===== src/inc/wwd_pkg.sv =====
/*
  Package for the window watchdog: register offsets, field positions,
  reset values and the fixed prescaler count.
  Assumes a 32-bit plain register port with word offsets.
*/
package wwd_pkg;
  localparam logic [7:0] WWD_OFS_CTRL = 8'h00;
  localparam logic [7:0] WWD_OFS_CFG = 8'h04;
  localparam logic [7:0] WWD_OFS_STAT = 8'h08;
  localparam logic [7:0] WWD_OFS_MASK = 8'h0c;
  localparam int WWD_RUN_BIT = 7;
  localparam int WWD_PSC_LO = 7;
  localparam int WWD_IRQEN_BIT = 9;
  localparam int WWD_FLAG_BIT = 0;
  localparam logic [6:0] WWD_CNT_RST = 7'h7f;
  localparam logic [6:0] WWD_WIN_RST = 7'h7f;
  localparam logic [6:0] WWD_CNT_WARN = 7'h40;
  localparam int WWD_BASE_DIV = 4096;
  localparam logic [14:0] WWD_BASE_LAST = 15'(WWD_BASE_DIV - 1);
  localparam logic [31:0] WWD_DATA_ZERO = 32'h0000_0000;
endpackage : wwd_pkg


===== src/core/wwd_top.sv =====
/*
  Window watchdog: 7-bit down counter, prescaler, window check,
  early-warning flag and interrupt, system reset request pulse.
  Assumes a single-cycle plain register port; debug_freeze_i and
  core_halted_i come from pins and are synchronised here.
*/
// Implementation choice: the strobed register port.
// How it works
// while running, the fall of the count from 0x40 to 0x3f asks reset.
// while running, a count write with count above window asks reset.
// the run bit at control bit 7 is set by software, only reset clears.
// after reset the watchdog is stopped and asks no reset.
// while running the count falls every 4096 times 1, 2, 4 or 8 clocks.
// the warning flag sets at count 0x40 or on an early refresh.
// writing zero to status bit 0 clears the flag, one leaves it.
// with config bit 9 and mask bit 0 set, the warning conditions raise the interrupt.
// config bit 9 is set by software, cleared by reset or wd soft reset.
// a 7-bit window in config bits 6:0 is checked on each count write.
// control bits 6:0 read the live count and load a refresh value.
// software loads above 0x3f and refreshes only inside the window.
// with freeze input high and core halted, counting stops.
// count and config reset to 0x7f.
// the reset request is a registered one-cycle pulse.
`timescale 1ns/1ps
`default_nettype none
module wwd_top
  import wwd_pkg::*;
(
  input wire logic clk_sys_i,
  input wire logic rst_n_i,
  input wire logic [7:0] addr_i,
  input wire logic [31:0] wdata_i,
  input wire logic wr_i,
  input wire logic rd_i,
  output logic [31:0] rdata_o,
  input wire logic debug_freeze_i,
  input wire logic core_halted_i,
  input wire logic wd_soft_rst_i,
  output logic sys_reset_req_o,
  output logic early_warn_interrupt_o
);
  logic [6:0] count_value_reg;
  logic watchdog_run_bit_reg;
  logic [6:0] window_value_reg;
  logic [1:0] prescale_select_reg;
  logic early_warn_irq_en_reg;
  logic early_warn_flag_reg;
  logic mask_reg;
  logic [14:0] base_cnt_reg;
  logic [2:0] psc_cnt_reg;
  logic freeze_lvl;
  logic halt_lvl;
  logic [15:0] gap_reg;

  wwd_sync u_sync_frz (
    .clk_sys_i(clk_sys_i),
    .rst_n_i(rst_n_i),
    .async_i(debug_freeze_i),
    .level_o(freeze_lvl)
  );
  wwd_sync u_sync_halt (
    .clk_sys_i(clk_sys_i),
    .rst_n_i(rst_n_i),
    .async_i(core_halted_i),
    .level_o(halt_lvl)
  );

  // address decode
  wire sel_ctrl = (addr_i == WWD_OFS_CTRL);
  wire sel_cfg = (addr_i == WWD_OFS_CFG);
  wire sel_stat = (addr_i == WWD_OFS_STAT);
  wire sel_mask = (addr_i == WWD_OFS_MASK);
  wire wr_ctrl = wr_i && sel_ctrl;
  wire wr_cfg = wr_i && sel_cfg;
  wire wr_stat = wr_i && sel_stat;
  wire wr_mask = wr_i && sel_mask;

  // counting only while running and not frozen by debug
  wire frozen = freeze_lvl && halt_lvl;
  wire running = watchdog_run_bit_reg && !frozen;
  wire base_wrap = (base_cnt_reg == WWD_BASE_LAST);
  wire [2:0] psc_last = 3'((4'h1 << prescale_select_reg) - 4'h1);
  wire tick = running && base_wrap && (psc_cnt_reg == psc_last);

  // refresh write: the run bit may be set in the same write
  wire run_after = watchdog_run_bit_reg || (wr_ctrl && wdata_i[WWD_RUN_BIT]);
  wire refresh = wr_ctrl;
  // low seven data bits carry both the count and the window
  wire [6:0] wdata_low7 = wdata_i[6:0];
  // early refresh is judged against the live count, not the new one
  wire early = refresh && (count_value_reg > window_value_reg);
  wire fall_3f = tick && !refresh
    && (count_value_reg == WWD_CNT_WARN);
  wire reach_40 = tick && !refresh
    && (count_value_reg == WWD_CNT_WARN + 7'h01);
  wire warn_evt = reach_40 || (early && watchdog_run_bit_reg);
  wire rst_evt = watchdog_run_bit_reg && (fall_3f || early);
  wire flag_clr = wr_stat && !wdata_i[WWD_FLAG_BIT];

  // read mux, unmapped reads as zero
  wire [31:0] rd_mux =
    sel_ctrl ? {24'h000000, watchdog_run_bit_reg, count_value_reg} :
    sel_cfg ? {22'h000000, early_warn_irq_en_reg, prescale_select_reg,
               window_value_reg} :
    sel_stat ? {31'h00000000, early_warn_flag_reg} :
    sel_mask ? {31'h00000000, mask_reg} : WWD_DATA_ZERO;

  // prescaler: 4096 stage then power-of-two stage
  always_ff @(posedge clk_sys_i) begin
    if (!rst_n_i || !running) begin
      base_cnt_reg <= 15'h0000;
    end else begin
      base_cnt_reg <= base_wrap ? 15'h0000 : base_cnt_reg + 15'h0001;
    end
  end

  always_ff @(posedge clk_sys_i) begin
    if (!rst_n_i || !watchdog_run_bit_reg) begin
      psc_cnt_reg <= 3'h0;
    end else if (running && base_wrap) begin
      psc_cnt_reg <= (psc_cnt_reg == psc_last) ? 3'h0 : psc_cnt_reg + 3'h1;
    end
  end

  // control: count and sticky run bit
  always_ff @(posedge clk_sys_i) begin
    if (!rst_n_i) begin
      count_value_reg <= WWD_CNT_RST;
      watchdog_run_bit_reg <= 1'b0;
    end else begin
      if (wr_ctrl && wdata_i[WWD_RUN_BIT]) begin
        watchdog_run_bit_reg <= 1'b1;
      end
      if (refresh) begin
        count_value_reg <= wdata_i[6:0];
      end else if (tick) begin
        count_value_reg <= count_value_reg - 7'h01;
      end
    end
  end

  // config: irq enable set-only, cleared by the watchdog soft reset
  always_ff @(posedge clk_sys_i) begin
    if (!rst_n_i) begin
      window_value_reg <= WWD_WIN_RST;
      prescale_select_reg <= 2'h0;
      early_warn_irq_en_reg <= 1'b0;
    end else begin
      if (wr_cfg) begin
        window_value_reg <= wdata_i[6:0];
        prescale_select_reg <= wdata_i[WWD_PSC_LO +: 2];
      end
      if (wd_soft_rst_i) begin
        early_warn_irq_en_reg <= 1'b0;
      end else if (wr_cfg && wdata_i[WWD_IRQEN_BIT]) begin
        early_warn_irq_en_reg <= 1'b1;
      end
    end
  end

  // status flag: a new event wins over a clear in the same cycle
  always_ff @(posedge clk_sys_i) begin
    if (!rst_n_i) begin
      early_warn_flag_reg <= 1'b0;
      mask_reg <= 1'b1;
    end else begin
      if (warn_evt) begin
        early_warn_flag_reg <= 1'b1;
      end else if (flag_clr) begin
        early_warn_flag_reg <= 1'b0;
      end
      if (wr_mask) begin
        mask_reg <= wdata_i[0];
      end
    end
  end

  // outputs straight from flops
  always_ff @(posedge clk_sys_i) begin
    if (!rst_n_i) begin
      rdata_o <= WWD_DATA_ZERO;
      sys_reset_req_o <= 1'b0;
      early_warn_interrupt_o <= 1'b0;
    end else begin
      rdata_o <= rd_i ? rd_mux : WWD_DATA_ZERO;
      sys_reset_req_o <= rst_evt;
      early_warn_interrupt_o <= early_warn_flag_reg
        && early_warn_irq_en_reg && mask_reg;
    end
  end

  // helper: cycles since the last tick or since counting resumed
  always_ff @(posedge clk_sys_i) begin
    if (!rst_n_i || !running || tick) begin
      gap_reg <= 16'h0000;
    end else if (gap_reg != 16'hffff) begin
      gap_reg <= gap_reg + 16'h0001;
    end
  end

  // checks
  property p_fall_reset;
    @(posedge clk_sys_i) disable iff (!rst_n_i)
      fall_3f && watchdog_run_bit_reg |=> sys_reset_req_o
        && count_value_reg == 7'h3f;
  endproperty
  a_fall_reset: assert property (p_fall_reset)
    else $error("no reset on fall to 3f");

  property p_early_reset;
    @(posedge clk_sys_i) disable iff (!rst_n_i)
      wr_ctrl && watchdog_run_bit_reg
        && count_value_reg > window_value_reg |=> sys_reset_req_o;
  endproperty
  a_early_reset: assert property (p_early_reset)
    else $error("no reset on early refresh");

  property p_run_sticky;
    @(posedge clk_sys_i) disable iff (!rst_n_i)
      watchdog_run_bit_reg |=> watchdog_run_bit_reg;
  endproperty
  a_run_sticky: assert property (p_run_sticky)
    else $error("run bit cleared");

  property p_idle_quiet;
    @(posedge clk_sys_i) disable iff (!rst_n_i)
      !watchdog_run_bit_reg && !wr_ctrl |=> !sys_reset_req_o
        && $stable(count_value_reg);
  endproperty
  a_idle_quiet: assert property (p_idle_quiet)
    else $error("activity while stopped");

  property p_tick_rate;
    @(posedge clk_sys_i) disable iff (!rst_n_i)
      tick |=> !tick [*8];
  endproperty
  a_tick_rate: assert property (p_tick_rate)
    else $error("ticks too close");

  property p_flag_set;
    @(posedge clk_sys_i) disable iff (!rst_n_i)
      reach_40 |=> early_warn_flag_reg && count_value_reg == 7'h40;
  endproperty
  a_flag_set: assert property (p_flag_set)
    else $error("flag not set at 40");

  property p_flag_clr;
    @(posedge clk_sys_i) disable iff (!rst_n_i)
      flag_clr && !warn_evt |=> !early_warn_flag_reg;
  endproperty
  a_flag_clr: assert property (p_flag_clr)
    else $error("flag not cleared");

  property p_irq;
    @(posedge clk_sys_i) disable iff (!rst_n_i)
      early_warn_interrupt_o |-> $past(early_warn_flag_reg)
        && $past(early_warn_irq_en_reg);
  endproperty
  a_irq: assert property (p_irq)
    else $error("irq without cause");

  property p_freeze;
    @(posedge clk_sys_i) disable iff (!rst_n_i)
      frozen && !wr_ctrl |=> $stable(count_value_reg);
  endproperty
  a_freeze: assert property (p_freeze)
    else $error("count moved while frozen");

  property p_pulse;
    @(posedge clk_sys_i) disable iff (!rst_n_i)
      $rose(sys_reset_req_o) |-> $past(rst_evt);
  endproperty
  a_pulse: assert property (p_pulse)
    else $error("reset pulse without cause");

  property p_early_flag;
    @(posedge clk_sys_i) disable iff (!rst_n_i)
      early && watchdog_run_bit_reg |=> early_warn_flag_reg;
  endproperty
  a_early_flag: assert property (p_early_flag)
    else $error("flag not set on early refresh");

  property p_irq_raise;
    @(posedge clk_sys_i) disable iff (!rst_n_i)
      early_warn_flag_reg && early_warn_irq_en_reg && mask_reg
        |=> early_warn_interrupt_o;
  endproperty
  a_irq_raise: assert property (p_irq_raise)
    else $error("irq not raised");

  property p_irqen_sticky;
    @(posedge clk_sys_i) disable iff (!rst_n_i)
      early_warn_irq_en_reg && !wd_soft_rst_i |=> early_warn_irq_en_reg;
  endproperty
  a_irqen_sticky: assert property (p_irqen_sticky)
    else $error("irq enable cleared by a write");

  property p_soft_clr;
    @(posedge clk_sys_i) disable iff (!rst_n_i)
      wd_soft_rst_i |=> !early_warn_irq_en_reg;
  endproperty
  a_soft_clr: assert property (p_soft_clr)
    else $error("soft reset kept irq enable");

  property p_win_load;
    @(posedge clk_sys_i) disable iff (!rst_n_i)
      wr_cfg |=> window_value_reg == $past(wdata_low7);
  endproperty
  a_win_load: assert property (p_win_load)
    else $error("window not loaded");

  property p_refresh_load;
    @(posedge clk_sys_i) disable iff (!rst_n_i)
      refresh |=> count_value_reg == $past(wdata_low7);
  endproperty
  a_refresh_load: assert property (p_refresh_load)
    else $error("refresh value not loaded");

  // a tick needs at least one full pass of the 4096 stage
  property p_tick_gap;
    @(posedge clk_sys_i) disable iff (!rst_n_i)
      tick |-> gap_reg >= {1'b0, WWD_BASE_LAST};
  endproperty
  a_tick_gap: assert property (p_tick_gap)
    else $error("tick before the base period");

  property p_pulse_one;
    @(posedge clk_sys_i) disable iff (!rst_n_i)
      sys_reset_req_o && !rst_evt |=> !sys_reset_req_o;
  endproperty
  a_pulse_one: assert property (p_pulse_one)
    else $error("reset pulse held without cause");

  // read data stand only in the cycle after a read strobe
  property p_rdata_idle;
    @(posedge clk_sys_i) disable iff (!rst_n_i)
      !rd_i |=> rdata_o == WWD_DATA_ZERO;
  endproperty
  a_rdata_idle: assert property (p_rdata_idle)
    else $error("read data without a read");

  c_fall: cover property (@(posedge clk_sys_i) fall_3f);
  c_early: cover property (@(posedge clk_sys_i) early && run_after);
  c_irq: cover property (@(posedge clk_sys_i) $rose(early_warn_interrupt_o));
  c_freeze: cover property (@(posedge clk_sys_i) frozen && running == 1'b0);
endmodule : wwd_top
`default_nettype wire


===== src/core/wwd_sync.sv =====
/*
  Three-stage input synchroniser for pin-level signals.
  Assumes the input is asynchronous to clk_sys_i.
*/
`timescale 1ns/1ps
`default_nettype none
module wwd_sync (
  input wire logic clk_sys_i,
  input wire logic rst_n_i,
  input wire logic async_i,
  output logic level_o
);
  logic s1_reg;
  logic s2_reg;
  logic s3_reg;

  // level changes only once the last two stages agree
  always_ff @(posedge clk_sys_i) begin
    if (!rst_n_i) begin
      s1_reg <= 1'b0;
      s2_reg <= 1'b0;
      s3_reg <= 1'b0;
      level_o <= 1'b0;
    end else begin
      s1_reg <= async_i;
      s2_reg <= s1_reg;
      s3_reg <= s2_reg;
      if (s2_reg == s3_reg) begin
        level_o <= s3_reg;
      end
    end
  end
endmodule : wwd_sync
`default_nettype wire


===== config.mk =====
export PLATFORM = sky130hd
export DESIGN_NAME = wwd_top
export DESIGN_NICKNAME = d
export VERILOG_FILES = /design/src/inc/wwd_pkg.sv /design/src/core/wwd_top.sv /design/src/core/wwd_sync.sv
export SDC_FILE = /design/constraint.sdc
export NUM_CORES = 1
export LEC_CHECK = 0
export ABC_AREA = 0
export BUFFER_PORTS_ARGS = -buffer_cell sky130_fd_sc_hd__buf_4
export CAP_MARGIN = 25
export CORE_AREA = 2 2 83 85
export CTS_CLUSTER_SIZE = 14
export DETAILED_ROUTE_END_ITERATION = 12
export DIE_AREA = 0 0 85 87
export PLACE_DENSITY_LB_ADDON = 0.05
export RECOVER_POWER = 100
export SYNTH_ARGS = -nofsm -noshare
export SYNTH_HDL_FRONTEND = slang
export SYNTH_SLANG_ARGS = --single-unit

===== constraint.sdc =====
create_clock -name clk_sys_i -period 2.29 [get_ports clk_sys_i]
set_input_delay 0.3435 -clock clk_sys_i [delete_from_list [all_inputs] [get_ports clk_sys_i]]
set_output_delay 0.3435 -clock clk_sys_i [all_outputs]
set_load 0.01 [all_outputs]

# Word level (Yosys, flattened, before mapping)
# Index checks and enable logic that the tools add are counted.
# Widths: inputs -> output; s select.
[word_totals] reg_bits=80 elab_cells=85
[op_classes] add_sub_neg=4 n_lt_le_gt_ge=1 eq_ne=9 shift=1 n_mux=9 n_bitwise=2 n_reduce_logical=37
[ops] cell="$logic_and 1x1->1" n=19
[ops] cell="$eq 8x4->1 const B" n=2
[ops] cell="$add 15x1->15 const B" n=1
[ops] cell="$eq 15x12->1 const B" n=1
[ops] cell="$eq 7x7->1 const B" n=2
[ops] cell="$mux 7" n=2
[ops] cell="$mux 10" n=1
[ops] cell="$eq 8x3->1 const B" n=1
[ops] cell="$logic_not 8->1" n=1
[ops] cell="$mux 8" n=1
[ops] cell="$gt 7x7->1" n=1
[ops] cell="$sub 7x1->7 const B" n=1
[ops] cell="$logic_not 1->1" n=6
[ops] cell="$reduce_or 5->1" n=1
[ops] cell="$logic_or 1x1->1" n=4
[ops] cell="$mux 1" n=4
[ops] cell="$reduce_bool 2->1" n=2
[ops] cell="$reduce_or 2->1" n=2
[ops] cell="$add 3x1->3 const B" n=1
[ops] cell="$eq 3x3->1" n=1
[ops] cell="$mux 3" n=1
[ops] cell="$reduce_or 3->1" n=1
[ops] cell="$shl 1x2->3 const A" n=1
[ops] cell="$sub 3x1->3 const B" n=1
[ops] cell="other kinds (3)" n=5

# Depth between registers and ports, before layout
# Gate-level depths: netlist of run 1.
[depth] depth_word=9 ltp_mapped=8 mapped_depth_nobuf=7

# By module
# From an unflattened synthesis of run 1, not the netlist that was laid out.
[hier_totals] cells_unflattened=303 hier_area_um2=2773.9
[by_module_without_submodules] mod="wwd_top" instances=1 cells_each=283 area_each_um2=2541.2
[by_module_without_submodules] mod="wwd_sync" instances=2 cells_each=10 area_each_um2=116.4

# Worst setup path after synthesis of run 1
# No wires, ideal clock.
[synth_timing] path_kind="register to register" from="reg base_cnt_reg[0]" to="reg base_cnt_reg[10]" setup_ns=0.128 arrival_time_ns=1.813 path_slack_ns=0.349 path_stages_with_launch=9 n_path_buf=3 period_less_slack_ns=1.941 cell_sequence="dfxtp_1 -> ha_1 -> and3_1 -> clkbuf_1 -> and3_1 -> clkbuf_1 -> a221o_1 -> clkbuf_1 -> nor2_1"
[synth_between] elab_chain_cells=2 word_cells_on_any_way=3 classes_between="add/sub (1); eq/ne (1); reduce/logical (1)"
[synth_lines] element="from (decl)" line="wwd_top.sv:49" rtl="logic [14:0] base_cnt_reg;"
[synth_lines] element="from (signal assigned)" line="wwd_top.sv:113" rtl="base_cnt_reg <= base_wrap ? 15'h0000 : base_cnt_reg + 15'h0001;"
[synth_lines] element="parallel branches: the longest is 2 deep, another holds $add 15x1->15"
# Parallel ways; which one is timed is not known.
# A chain may end at the register's enable or synchronous reset.

# Final worst setup path of run 1
[layout_timing] from="reg prescale_select_reg[0]" to="reg count_value_reg[6]"
[layout_between] elab_chain_cells=5
[layout_lines] element="from (decl)" line="wwd_top.sv:45" rtl="logic [1:0] prescale_select_reg;"
[layout_lines] element="from (signal assigned)" line="wwd_top.sv:151" rtl="prescale_select_reg <= wdata_i[WWD_PSC_LO +: 2];"
[layout_lines] element="$shl 1x2->3" line="wwd_top.sv:82" rtl="wire [2:0] psc_last = 3'((4'h1 << prescale_select_reg) - 4'h1);"
[layout_lines] element="$sub 3x1->3" line="wwd_top.sv:82"
[layout_lines] element="$eq 3x3->1" line="wwd_top.sv:83" rtl="wire tick = running && base_wrap && (psc_cnt_reg == psc_last);"
[layout_lines] element="$logic_and 1x1->1" line="wwd_top.sv:83"
[layout_lines] element="$reduce_bool 2->1 (no source line)"
[layout_lines] element="to (signal assigned)" line="wwd_top.sv:135" rtl="count_value_reg <= wdata_i[6:0];"
[layout_lines] element="to (signal assigned)" line="wwd_top.sv:137" rtl="count_value_reg <= count_value_reg - 7'h01;"
[layout_lines] element="to (decl)" line="wwd_top.sv:42" rtl="logic [6:0] count_value_reg;"
# No other way between the ends.

==> results.py, run 1 <==
metrics = {
    "power": {
        "ir_drop_mv": 0.365,
        "power_leakage_nw": 1.28,
        "powerDensity_mw_per_mm2": 670,
        "total_power_mw": 2.20,
    },
    "worst_setup_path": {
        "crit_type": "reg2reg",
        "rr_worst_depth": 5,
        "cp-end-kind": "flop",
        "required_ns": 2.50,
        "path_max_fanout": 6,
        "critPathLaunchType": "flop",
        "arrival_ns": 2.29,
        "ff2ff_setup_slack_ns": 0.20,
        "rr_endpoint": "count_value_reg[6]$_SDFFE_PN1P_",
        "r2r-start": "prescale_select_reg[0]$_SDFFE_PN0P_",
    },
    "clock_tree": {
        "clkSinkCount": 58,
        "cts_hold_buf": 0,
        "clockRootBuffer": "clkbuf_8",
        "cts_tree": "done",
        "clkLatencyLatePin_ns": 0.33,
        "htreeDepth": 3,
        "post_cts_buffers": 0,
        "clkTransAtPathRegs_ns": 0.07,
        "cts_buffer_depth": 2,
        "numCtsBuffers": 9,
        "cts_resized": 0,
    },
    "worst_hold_path": {
        "min_from": "wd_soft_rst_i",
        "hp-class": "in2reg",
        "hold_path_depth": 2,
        "min_to": "early_warn_irq_en_reg$_SDFFE_PP0P_",
    },
    "floorplan": {
        "rows": 30,
        "core_region_area_sq_mm": 0.00657,
        "die_h_um": 87,
        "start_util": 0.433,
        "ioPinCount": 81,
        "die_w_um": 85,
        "die_area_sq_mm": 0.00740,
    },
    "route": {
        "drt-initial-drc-count": 110,
        "detail_route.wl_per_cell_um": 13.3,
        "via_per_inst": 5.00,
        "first_pass_iters": 4,
        "drt_wl_total_um": 5850,
        "vias": 2194,
        "drc_errors": 0,
        "ant_nets": 0,
    },
    "timing": {
        "post-route-min-period_ns": 2.09,
        "drv_slew": 0,
        "maxSlewHeadroom": 0.307,
        "rsz0062_at_grt": "false",
        "finalSetupViolations": 0,
        "setup_tns_ns": 0,
        "finalCritPeriodShare": 0.911,
        "tightest_slew_ns": 1.04,
        "skew_ns": 0.00775,
        "hold_violations": 0,
        "fmax_mhz": 479,
    },
    "status": {
        "status": "finished clean",
    },
    "global_route": {
        "grt_util_all_layers": 0.169,
        "grt_pass1_wl_um": 9760,
        "grt_max_degree": 31,
        "first_global_vias": 2032,
        "grt_antenna_before_repair": 0,
        "grt_overflow": 0,
    },
    "yosys": {
        "synth_top_area_cell": "dfxtp_1",
        "synthCells": 311,
        "ys_top_cells_by_area": "dfxtp_1 41%, buf_4 5.8%, ha_1 4.8%, nand2_1 3.8%, nor2_1 3.0%",
        "synth_ff_type": "dfxtp_1",
        "synth_area_sq_mm": 0.00284,
        "netlist.area_leader.share": 0.408,
        "synth.avg_cell_area_sq_um": 9.14,
        "synthDistinctLibCells": 45,
        "yosysSeqAreaShare": 0.408,
        "ys_top_cells_by_count": "58 x dfxtp_1, 29 x nand2_1, 23 x nor2_1",
        "synth_edf_count": 0,
        "synth.ff_latch_count": 58,
        "ys_warn_count": 0,
        "synth.most_common_cell": "dfxtp_1",
        "synth-async-reset-ratio": 0,
    },
    "cells_and_area": {
        "area_delta_synth_final_pct": 15.3,
        "fillers": 640,
        "largest_reg_flops": 15,
        "diodes": 0,
        "drive_above_1_share": 0.136,
        "fin_nets": 412,
        "design_area_sq_mm": 0.00328,
    },
    "placement": {
        "portBuffers": 36,
        "place_area_sq_mm": 0.00315,
        "dpl.hpwl_um": 4200,
        "place.gp.congestion": 0.756,
    },
    "job": {
        "cap_violations": 0,
    },
}
## worst max-delay path: stages, from the launching register on
cell and delay (ns):
dfxtp_1 0.34, or4_1 0.52, a21o_2 0.25, a2111oi_4 0.49, nor3b_1 0.28, nor4_2 0.07
## cell type report
type	instances	area, sq um	area share
Multi-Input combinational cell	228	1490	0.454
Sequential cell	58	1160	0.354
Timing Repair Buffer	45	264	0.0805
Clock buffer	11	141	0.0431
Tap cell	80	100	0.0305
Clock inverter	5	77.6	0.0237
Inverter	12	45.0	0.0137
## cell usage in the layout (no fill, tap or decap), drive strengths merged, types with 8 or more instances in the layout
cell / instances
nand2: 29
nor3b: 8
nand3: 14
conb: 22
ha: 11
clkbuf: 32
dfxtp: 58
nor2: 23
inv: 12
o211ai: 9
and3: 8
xor2: 8
buf: 24
nor3: 9
and2: 10
## worst max-delay path by stage
| stage | cells after the start | start | slack (ns) | to |
|---|---|---|---|---|
| 2_1_floorplan | 8 | base_cnt_reg[0]$_SDFF_PP0_ | 0.35 | base_cnt_reg[10]$_SDFF_PP0_ |
| 4_1_cts | 5 | prescale_select_reg[0]$_SDFFE_PN0P_ | 0.18 | count_value_reg[6]$_SDFFE_PN1P_ |
| 6_report | 5 | prescale_select_reg[0]$_SDFFE_PN0P_ | 0.20 | count_value_reg[6]$_SDFFE_PN1P_ |
| 3_5_place_dp | 5 | prescale_select_reg[1]$_SDFFE_PN0P_ | 0.20 | count_value_reg[6]$_SDFFE_PN1P_ |
| 5_1_grt | 5 | prescale_select_reg[0]$_SDFFE_PN0P_ | 0.04 | count_value_reg[4]$_SDFFE_PN1P_ |
| 3_3_place_gp | 5 | prescale_select_reg[0]$_SDFFE_PN0P_ | 0.22 | count_value_reg[6]$_SDFFE_PN1P_ |
## where the power goes
| part | leakage (nW) | internal [mW] | switching, mW |
|---|---|---|---|
| Clock | 0.109 | 0.639 | 0.411 |
| Combinational | 0.698 | 0.0547 | 0.0578 |
| Sequential | 0.469 | 1.02 | 0.0125 |
## cells by family after synthesis
kind of cell / share of synthesized area
AOI/OAI and AO/OA: 0.117
xor gates and xnor gates: 0.0462
adders and majority gates: 0.0484
buffers and inverters: 0.0898
DFF: 0.408
muxes: 0.0260
other: 0.00132
and+or+nand+nor: 0.263
## per-layer routing
layer  vias to the layer above  wire length (um)  share of wire  track usage
met1                       999              2960           0.51        0.226
met3                        12               282          0.048       0.0389
met5                         -                 0              0            0
met4                         0               145          0.025       0.0938
met2                        54              2460           0.42        0.251
li1                       1129                 -              -            -
## metrics by stage
step / hold slack [ns] / util / setup WS (ns) / cells
floorplan: 0.412 / - / 0.349 / 332
global placement: 0.414 / 0.479 / 0.216 / 423
detailed placement: 0.418 / 0.479 / 0.204 / 423
CTS: 0.144 / 0.513 / 0.180 / 439
global route: 0.152 / 0.499 / 0.0357 / 439
finish: 0.156 / 0.499 / 0.204 / 439
Note: power is estimated with default switching activity, not from simulation.
==> inputs of run 2 (changes only) <==
--- a/config.mk
+++ b/config.mk
@@ -8,12 +8,13 @@
 export ABC_AREA = 0
 export BUFFER_PORTS_ARGS = -buffer_cell sky130_fd_sc_hd__buf_4
 export CAP_MARGIN = 25
-export CORE_AREA = 2 2 83 85
+export CORE_AREA = 2 2 82 84
 export CTS_CLUSTER_SIZE = 14
 export DETAILED_ROUTE_END_ITERATION = 12
-export DIE_AREA = 0 0 85 87
-export PLACE_DENSITY_LB_ADDON = 0.05
+export DIE_AREA = 0 0 84 86
+export PLACE_DENSITY = 0.81
 export RECOVER_POWER = 100
 export SYNTH_ARGS = -nofsm -noshare
 export SYNTH_HDL_FRONTEND = slang
+export SYNTH_HIERARCHICAL = 1
 export SYNTH_SLANG_ARGS = --single-unit
==> run 2 against run 1 <==
  * Non-clock buffer count is the same
  * Cell area down 2.7%
  * First-iteration DRC count grew 38%
  * Global-route usage is 0.43 points lower
  * Synthesized area down 2.4%
  * Register-to-register slack about the same
  * Critical path depth grew 1
  * Hold slack better by 0.013 ns
  * Synthesized cell count fell by 2.6%
  * Clock power is 25% lower
  * Sequential power about the same
  * Power decreased by 11%
  * Critical path type unchanged
  * Critical endpoint unchanged
  * Largest power group is now sequential cells
==> results.py, run 2 <==
metrics = {
    "status": {
        "status": "finished clean",
    },
    "timing": {
        "maxSlewHeadroom": 0.565,
        "finalCritPeriodShare": 0.911,
        "setup_tns_ns": 0,
        "skew_ns": 0.00702,
        "fmax_mhz": 480,
        "tightest_slew_ns": 0.646,
        "post-route-min-period_ns": 2.09,
        "finalSetupViolations": 0,
        "hold_violations": 0,
        "rsz0062_at_grt": "false",
        "drv_slew": 0,
    },
    "route": {
        "drt_wl_total_um": 5470,
        "detail_route.wl_per_cell_um": 12.6,
        "drt-initial-drc-count": 152,
        "drc_errors": 0,
        "first_pass_iters": 4,
        "vias": 2233,
        "via_per_inst": 5.16,
        "ant_nets": 0,
    },
    "yosys": {
        "synth_area_sq_mm": 0.00277,
        "synthCells": 303,
        "synth_top_area_cell": "dfxtp_1",
        "netlist.area_leader.share": 0.419,
        "synth_edf_count": 0,
        "yosysSeqAreaShare": 0.419,
        "ys_top_cells_by_count": "58 x dfxtp_1, 32 x nor2_1, 22 x buf_4",
        "ys_top_cells_by_area": "dfxtp_1 42%, buf_4 6.0%, ha_1 5.0%, nor2_1 4.3%, mux2i_1 3.2%",
        "synthDistinctLibCells": 50,
        "synth-async-reset-ratio": 0,
        "ys_warn_count": 6,
        "synth.ff_latch_count": 58,
        "synth_ff_type": "dfxtp_1",
        "synth.avg_cell_area_sq_um": 9.15,
        "synth.most_common_cell": "dfxtp_1",
    },
    "worst_setup_path": {
        "cp_slowest_stage_delay_ns": 0.41,
        "crit_chain": "ha_1, nand4_1, nand4bb_2, a211oi_4, mux2_1, o311a_1",
        "rr_endpoint": "count_value_reg[6]$_SDFFE_PN1P_",
        "r2r-start": "base_cnt_reg[0]$_SDFF_PP0_",
        "cp.buffers_inverters": 0,
        "ff2ff_setup_slack_ns": 0.20,
        "rr_worst_depth": 6,
        "crit_type": "reg2reg",
        "arrival_ns": 2.31,
        "required_ns": 2.51,
        "cp_top_family": "simple AND/OR/NAND/NOR gates",
        "cp-end-kind": "flop",
        "path_max_fanout": 7,
        "cp_slowest_cell": "nand4bb_2",
        "crit_start": "base_cnt_reg[0]$_SDFF_PP0_",
        "critPathLaunchType": "flop",
    },
    "floorplan": {
        "ioPinCount": 81,
        "start_util": 0.442,
        "die_h_um": 86,
        "die_w_um": 84,
        "die_area_sq_mm": 0.00722,
        "rows": 29,
        "core_region_area_sq_mm": 0.00628,
    },
    "global_route": {
        "grt_antenna_before_repair": 0,
        "first_global_vias": 2146,
        "grt_overflow": 0,
        "use_met1": 0.203,
        "grt_pass1_wl_um": 9430,
        "grt_max_degree": 32,
        "top_usage_layer": "met2",
        "grt_use_met3": 0.0462,
        "grt_use_met2": 0.263,
        "grt_util_all_layers": 0.165,
    },
    "cells_and_area": {
        "largest_reg_flops": 15,
        "layout_common_cells": "58 x dfxtp_1, 32 x nor2_1, 27 x buf_4",
        "layout_commonest_cell": "dfxtp_1",
        "fillers": 609,
        "fin_nets": 409,
        "area_delta_synth_final_pct": 15.0,
        "diodes": 0,
        "final_util": 0.508,
        "drive_above_1_share": 0.149,
    },
    "power": {
        "p_sw_mw": 0.451,
        "ir_drop_mv": 0.344,
        "p_int_mw": 1.49,
        "power_leakage_nw": 1.35,
        "switching_share": 0.232,
        "p_comb_frac": 0.061,
        "clock_power_share": 0.408,
        "powerDensity_mw_per_mm2": 609,
        "p_seq_frac": 0.531,
    },
    "clock_tree": {
        "numCtsBuffers": 9,
        "cts_resized": 0,
        "cts_hold_buf": 0,
        "cts_tree": "done",
        "clkTransAtPathRegs_ns": 0.07,
        "htreeDepth": 3,
        "clkSinkCount": 58,
        "clockRootBuffer": "clkbuf_8",
        "post_cts_buffers": 0,
        "cts_buffer_depth": 2,
        "clkLatencyLatePin_ns": 0.33,
    },
    "placement": {
        "place.gp.congestion": 0.865,
        "dpl.hpwl_um": 4040,
        "portBuffers": 36,
    },
    "worst_hold_path": {
        "min_from": "wd_soft_rst_i",
        "hold_path_depth": 2,
        "hp-class": "in2reg",
        "min_to": "early_warn_irq_en_reg$_SDFFE_PP0P_",
    },
    "job": {
        "cap_violations": 0,
    },
}
-- run 2: cell count changes after synthesis, sizes merged, moves of 5 or more --
cell	change
nand2	-11
nor2	+9
nor3b	-8
inv	+7
clkbuf	-5
mux2i	+5
nand3	-5
nand4	+5
nor4b	-5
-- run 2: logic make-up (layout without fill, tap and decap cells) --
group / Yosys count / count (layout) / synth area share
AO/OA/AOI/OAI: 40 / 40 / 0.113
XOR/XNOR: 16 / 16 / 0.0505
adder cells (fa/ha/maj): 11 / 11 / 0.0496
buffers and inverters: 48 / 80 / 0.0947
flip-flops: 58 / 58 / 0.419
multiplexers: 12 / 12 / 0.0487
other: 1 / 22 / 0.00135
AND/OR/NAND/NOR: 117 / 117 / 0.224
-- run 2: metal layers --
layer / vias to the layer above / share of wire
li1: 1123 / -
met1: 1026 / 0.45
met2: 74 / 0.46
met3: 10 / 0.066
met4: 0 / 0.020
met5: - / 0
-- run 2: cell type report --
type | count | area [sq um] | area share
clock buffers | 13 | 149 | 0.0467
clock inverters | 3 | 15.0 | 0.00471
inverters | 19 | 71.3 | 0.0224
multi-input cells | 218 | 1420 | 0.446
flip-flops and latches | 58 | 1160 | 0.364
well taps | 77 | 96.3 | 0.0302
repair buffers | 45 | 274 | 0.0859
-- run 2: per-stage QoR --
step / power [mW] / setup WS (ns) / cell area, sq um / hold WS, ns / cells
after floorplan: 1.14 / 0.391 / 2850 / 0.412 / 324
after global placement: 1.17 / 0.317 / 3100 / 0.414 / 417
after detailed placement: 1.17 / 0.213 / 3100 / 0.423 / 417
after CTS: 1.98 / 0.202 / 3260 / 0.147 / 433
after global routing: 2.03 / 0.0749 / 3190 / 0.158 / 433
final: 1.94 / 0.205 / 3190 / 0.169 / 433
-- run 2: power groups by stage --
stage / clock (mW) / sequential, mW / combinational [mW]
2_1_floorplan: 0 / 1.05 / 0.0929
3_3_place_gp: 0 / 1.05 / 0.115
3_5_place_dp: 0 / 1.05 / 0.120
4_1_cts: 0.824 / 1.03 / 0.120
5_1_grt: 0.866 / 1.03 / 0.131
6_report: 0.792 / 1.03 / 0.119
-- run 2: worst max-delay path by stage --
stage                                                  to  slack [ns]  depth (start not counted)
after floorplan           count_value_reg[1]$_SDFFE_PN1P_        0.39                          5
after global placement    count_value_reg[6]$_SDFFE_PN1P_        0.32                          5
after detailed placement  count_value_reg[6]$_SDFFE_PN1P_        0.21                          6
after CTS                 count_value_reg[6]$_SDFFE_PN1P_        0.20                          6
after global routing      count_value_reg[0]$_SDFFE_PN1P_        0.07                          7
final                     count_value_reg[6]$_SDFFE_PN1P_        0.20                          6
==> inputs of run 3 (changes only) <==
--- a/config.mk
+++ b/config.mk
@@ -9,6 +9,7 @@
 export BUFFER_PORTS_ARGS = -buffer_cell sky130_fd_sc_hd__buf_4
 export CAP_MARGIN = 25
 export CORE_AREA = 2 2 82 84
+export CTS_BUF_LIST = sky130_fd_sc_hd__clkbuf_16
 export CTS_CLUSTER_SIZE = 14
 export DETAILED_ROUTE_END_ITERATION = 12
 export DIE_AREA = 0 0 84 86
==> constraint.sdc (replaced) <==
create_clock -name clk_sys_i -period 2.2 [get_ports clk_sys_i]
set_input_delay 0.33 -clock clk_sys_i [delete_from_list [all_inputs] [get_ports clk_sys_i]]
set_output_delay 0.33 -clock clk_sys_i [all_outputs]
set_load 0.01 [all_outputs]
==> run 3 against run 2 <==
  * Non-clock buffer count increased by 3
  * Via count increased by 2.2%
  * Register-to-register slack got worse by 0.04 ns
  * Critical path type unchanged
  * Largest power group is now the clock network
==> results.py, run 3 (same netlist as run 2, synthesis figures left out) <==
metrics = {
    "status": {
        "status": "finished clean",
    },
    "timing": {
        "hold_violations": 0,
        "fmax_mhz": 491,
        "rsz0062_at_grt": "false",
        "maxSlewHeadroom": 0.572,
        "finalCritPeriodShare": 0.926,
        "setup_tns_ns": 0,
        "finalSetupViolations": 0,
        "tightest_slew_ns": 0.636,
        "drv_slew": 0,
        "skew_ns": 0.00629,
        "post-route-min-period_ns": 2.04,
        "setup_ws_ns": 0.163,
    },
    "clock_tree": {
        "cts_hold_buf": 0,
        "cts_resized": 0,
        "clkTransAtPathRegs_ns": 0.05,
        "cts_tree": "done",
        "post_cts_buffers": 0,
        "clkSinkCount": 58,
        "cts_buffer_depth": 2,
        "htreeDepth": 3,
        "clockRootBuffer": "clkbuf_16",
        "clkLatencyLatePin_ns": 0.33,
        "numCtsBuffers": 9,
    },
    "cells_and_area": {
        "drive_above_1_share": 0.150,
        "diodes": 0,
        "fin_nets": 412,
        "layout_common_cells": "58 x dfxtp_1, 32 x nor2_1, 29 x buf_4",
        "area_delta_synth_final_pct": 19.8,
        "layout_commonest_cell": "dfxtp_1",
        "design_area_sq_mm": 0.00332,
        "largest_reg_flops": 15,
    },
    "worst_setup_path": {
        "cp_slowest_cell": "nand4bb_2",
        "critPathLaunchType": "flop",
        "crit_type": "reg2reg",
        "cp_top_family": "simple AND/OR/NAND/NOR gates",
        "cp.buffers_inverters": 0,
        "cp-end-kind": "flop",
        "crit_chain": "ha_1, nand4_1, nand4bb_2, a211oi_4, mux2_1, o311a_1",
        "path_max_fanout": 7,
        "arrival_ns": 2.25,
        "cp_slowest_stage_delay_ns": 0.39,
        "required_ns": 2.41,
    },
    "placement": {
        "portBuffers": 36,
        "place_area_sq_mm": 0.00312,
        "place.gp.congestion": 0.841,
        "dp_slack_ns": 0.178,
        "dpl.hpwl_um": 4070,
    },
    "power": {
        "total_power_mw": 2.50,
        "ir_drop_mv": 0.453,
        "power_leakage_nw": 1.42,
        "powerDensity_mw_per_mm2": 753,
    },
    "route": {
        "vias": 2282,
        "detail_route.wl_per_cell_um": 13.0,
        "ant_nets": 0,
        "first_pass_iters": 4,
        "drt_wl_total_um": 5690,
        "drt-initial-drc-count": 146,
        "drc_errors": 0,
        "via_per_inst": 5.23,
    },
    "global_route": {
        "grt_util_all_layers": 0.168,
        "first_global_vias": 2133,
        "grt_overflow": 0,
        "grt_max_degree": 31,
        "grt_pass1_wl_um": 9680,
        "grt_antenna_before_repair": 0,
    },
    "floorplan": {
        "core_region_area_sq_mm": 0.00628,
        "rows": 29,
        "die_w_um": 84,
        "start_util": 0.442,
        "die_area_sq_mm": 0.00722,
        "die_h_um": 86,
        "ioPinCount": 81,
    },
    "worst_hold_path": {
        "hp-class": "in2reg",
    },
    "job": {
        "cap_violations": 0,
    },
}
run 3: cell types whose count changed in the layout (fill, tap and decap cells not counted), sizes merged:
cell	delta
buf	+2
bufinv	+1
clkbuf	-3
inv	+3
run 3: where the power goes:
group	switching [mW]	leakage (nW)	total, mW	internal (mW)
clock network	0.451	0.148	1.30	0.851
registers	0.0114	0.469	1.08	1.06
logic	0.0684	0.806	0.126	0.0572
total	0.531	1.42	2.50	1.97
run 3: path summary, 6_finish.rpt:
path	from	end	slack, ns	depth (start not counted)
setup reg to reg	base_cnt_reg[0]$_SDFF_PP0_	count_value_reg[6]$_SDFFE_PN1P_	0.16	6
hold / removal	wd_soft_rst_i	early_warn_irq_en_reg$_SDFFE_PP0P_	0.17	2
setup / recovery	base_cnt_reg[0]$_SDFF_PP0_	count_value_reg[6]$_SDFFE_PN1P_	0.16	6
hold reg to reg	u_sync_frz/s1_reg$_SDFF_PN0_	u_sync_frz/s2_reg$_SDFF_PN0_	0.43	1
run 3: final cells by class:
cell class / instances / area, sq um
flip-flops and latches: 58 / 1160
repair buffers: 48 / 294
clock buffers: 9 / 225
fillers: 570 / 2950
multi-input cells: 218 / 1420
inverters: 19 / 71.3
well taps: 77 / 96.3
clock inverters: 7 / 53.8
run 3: per-stage QoR:
stage | cells | hold slack [ns] | utilization
floorplan | 324 | 0.407 | -
global placement | 420 | 0.414 | 0.497
detailed placement | 420 | 0.420 | 0.497
CTS | 436 | 0.157 | 0.541
global route | 436 | 0.167 | 0.530
finish | 436 | 0.166 | 0.530
run 3: per-layer routing:
metal  global-route usage  vias up  part of all wire
met5                    0        -                 0
met4               0.0865        0             0.021
met3               0.0597       12             0.084
met2                0.268       87              0.45
met1                0.202     1060              0.44
li1                     -     1123                 -
run 3: worst reg2reg max path: stages (launching register included):
cell and delay (ns):
dfxtp_1 0.36, ha_1 0.23, nand4_1 0.11, nand4bb_2 0.39
a211oi_4 0.34, mux2_1 0.36, o311a_1 0.12
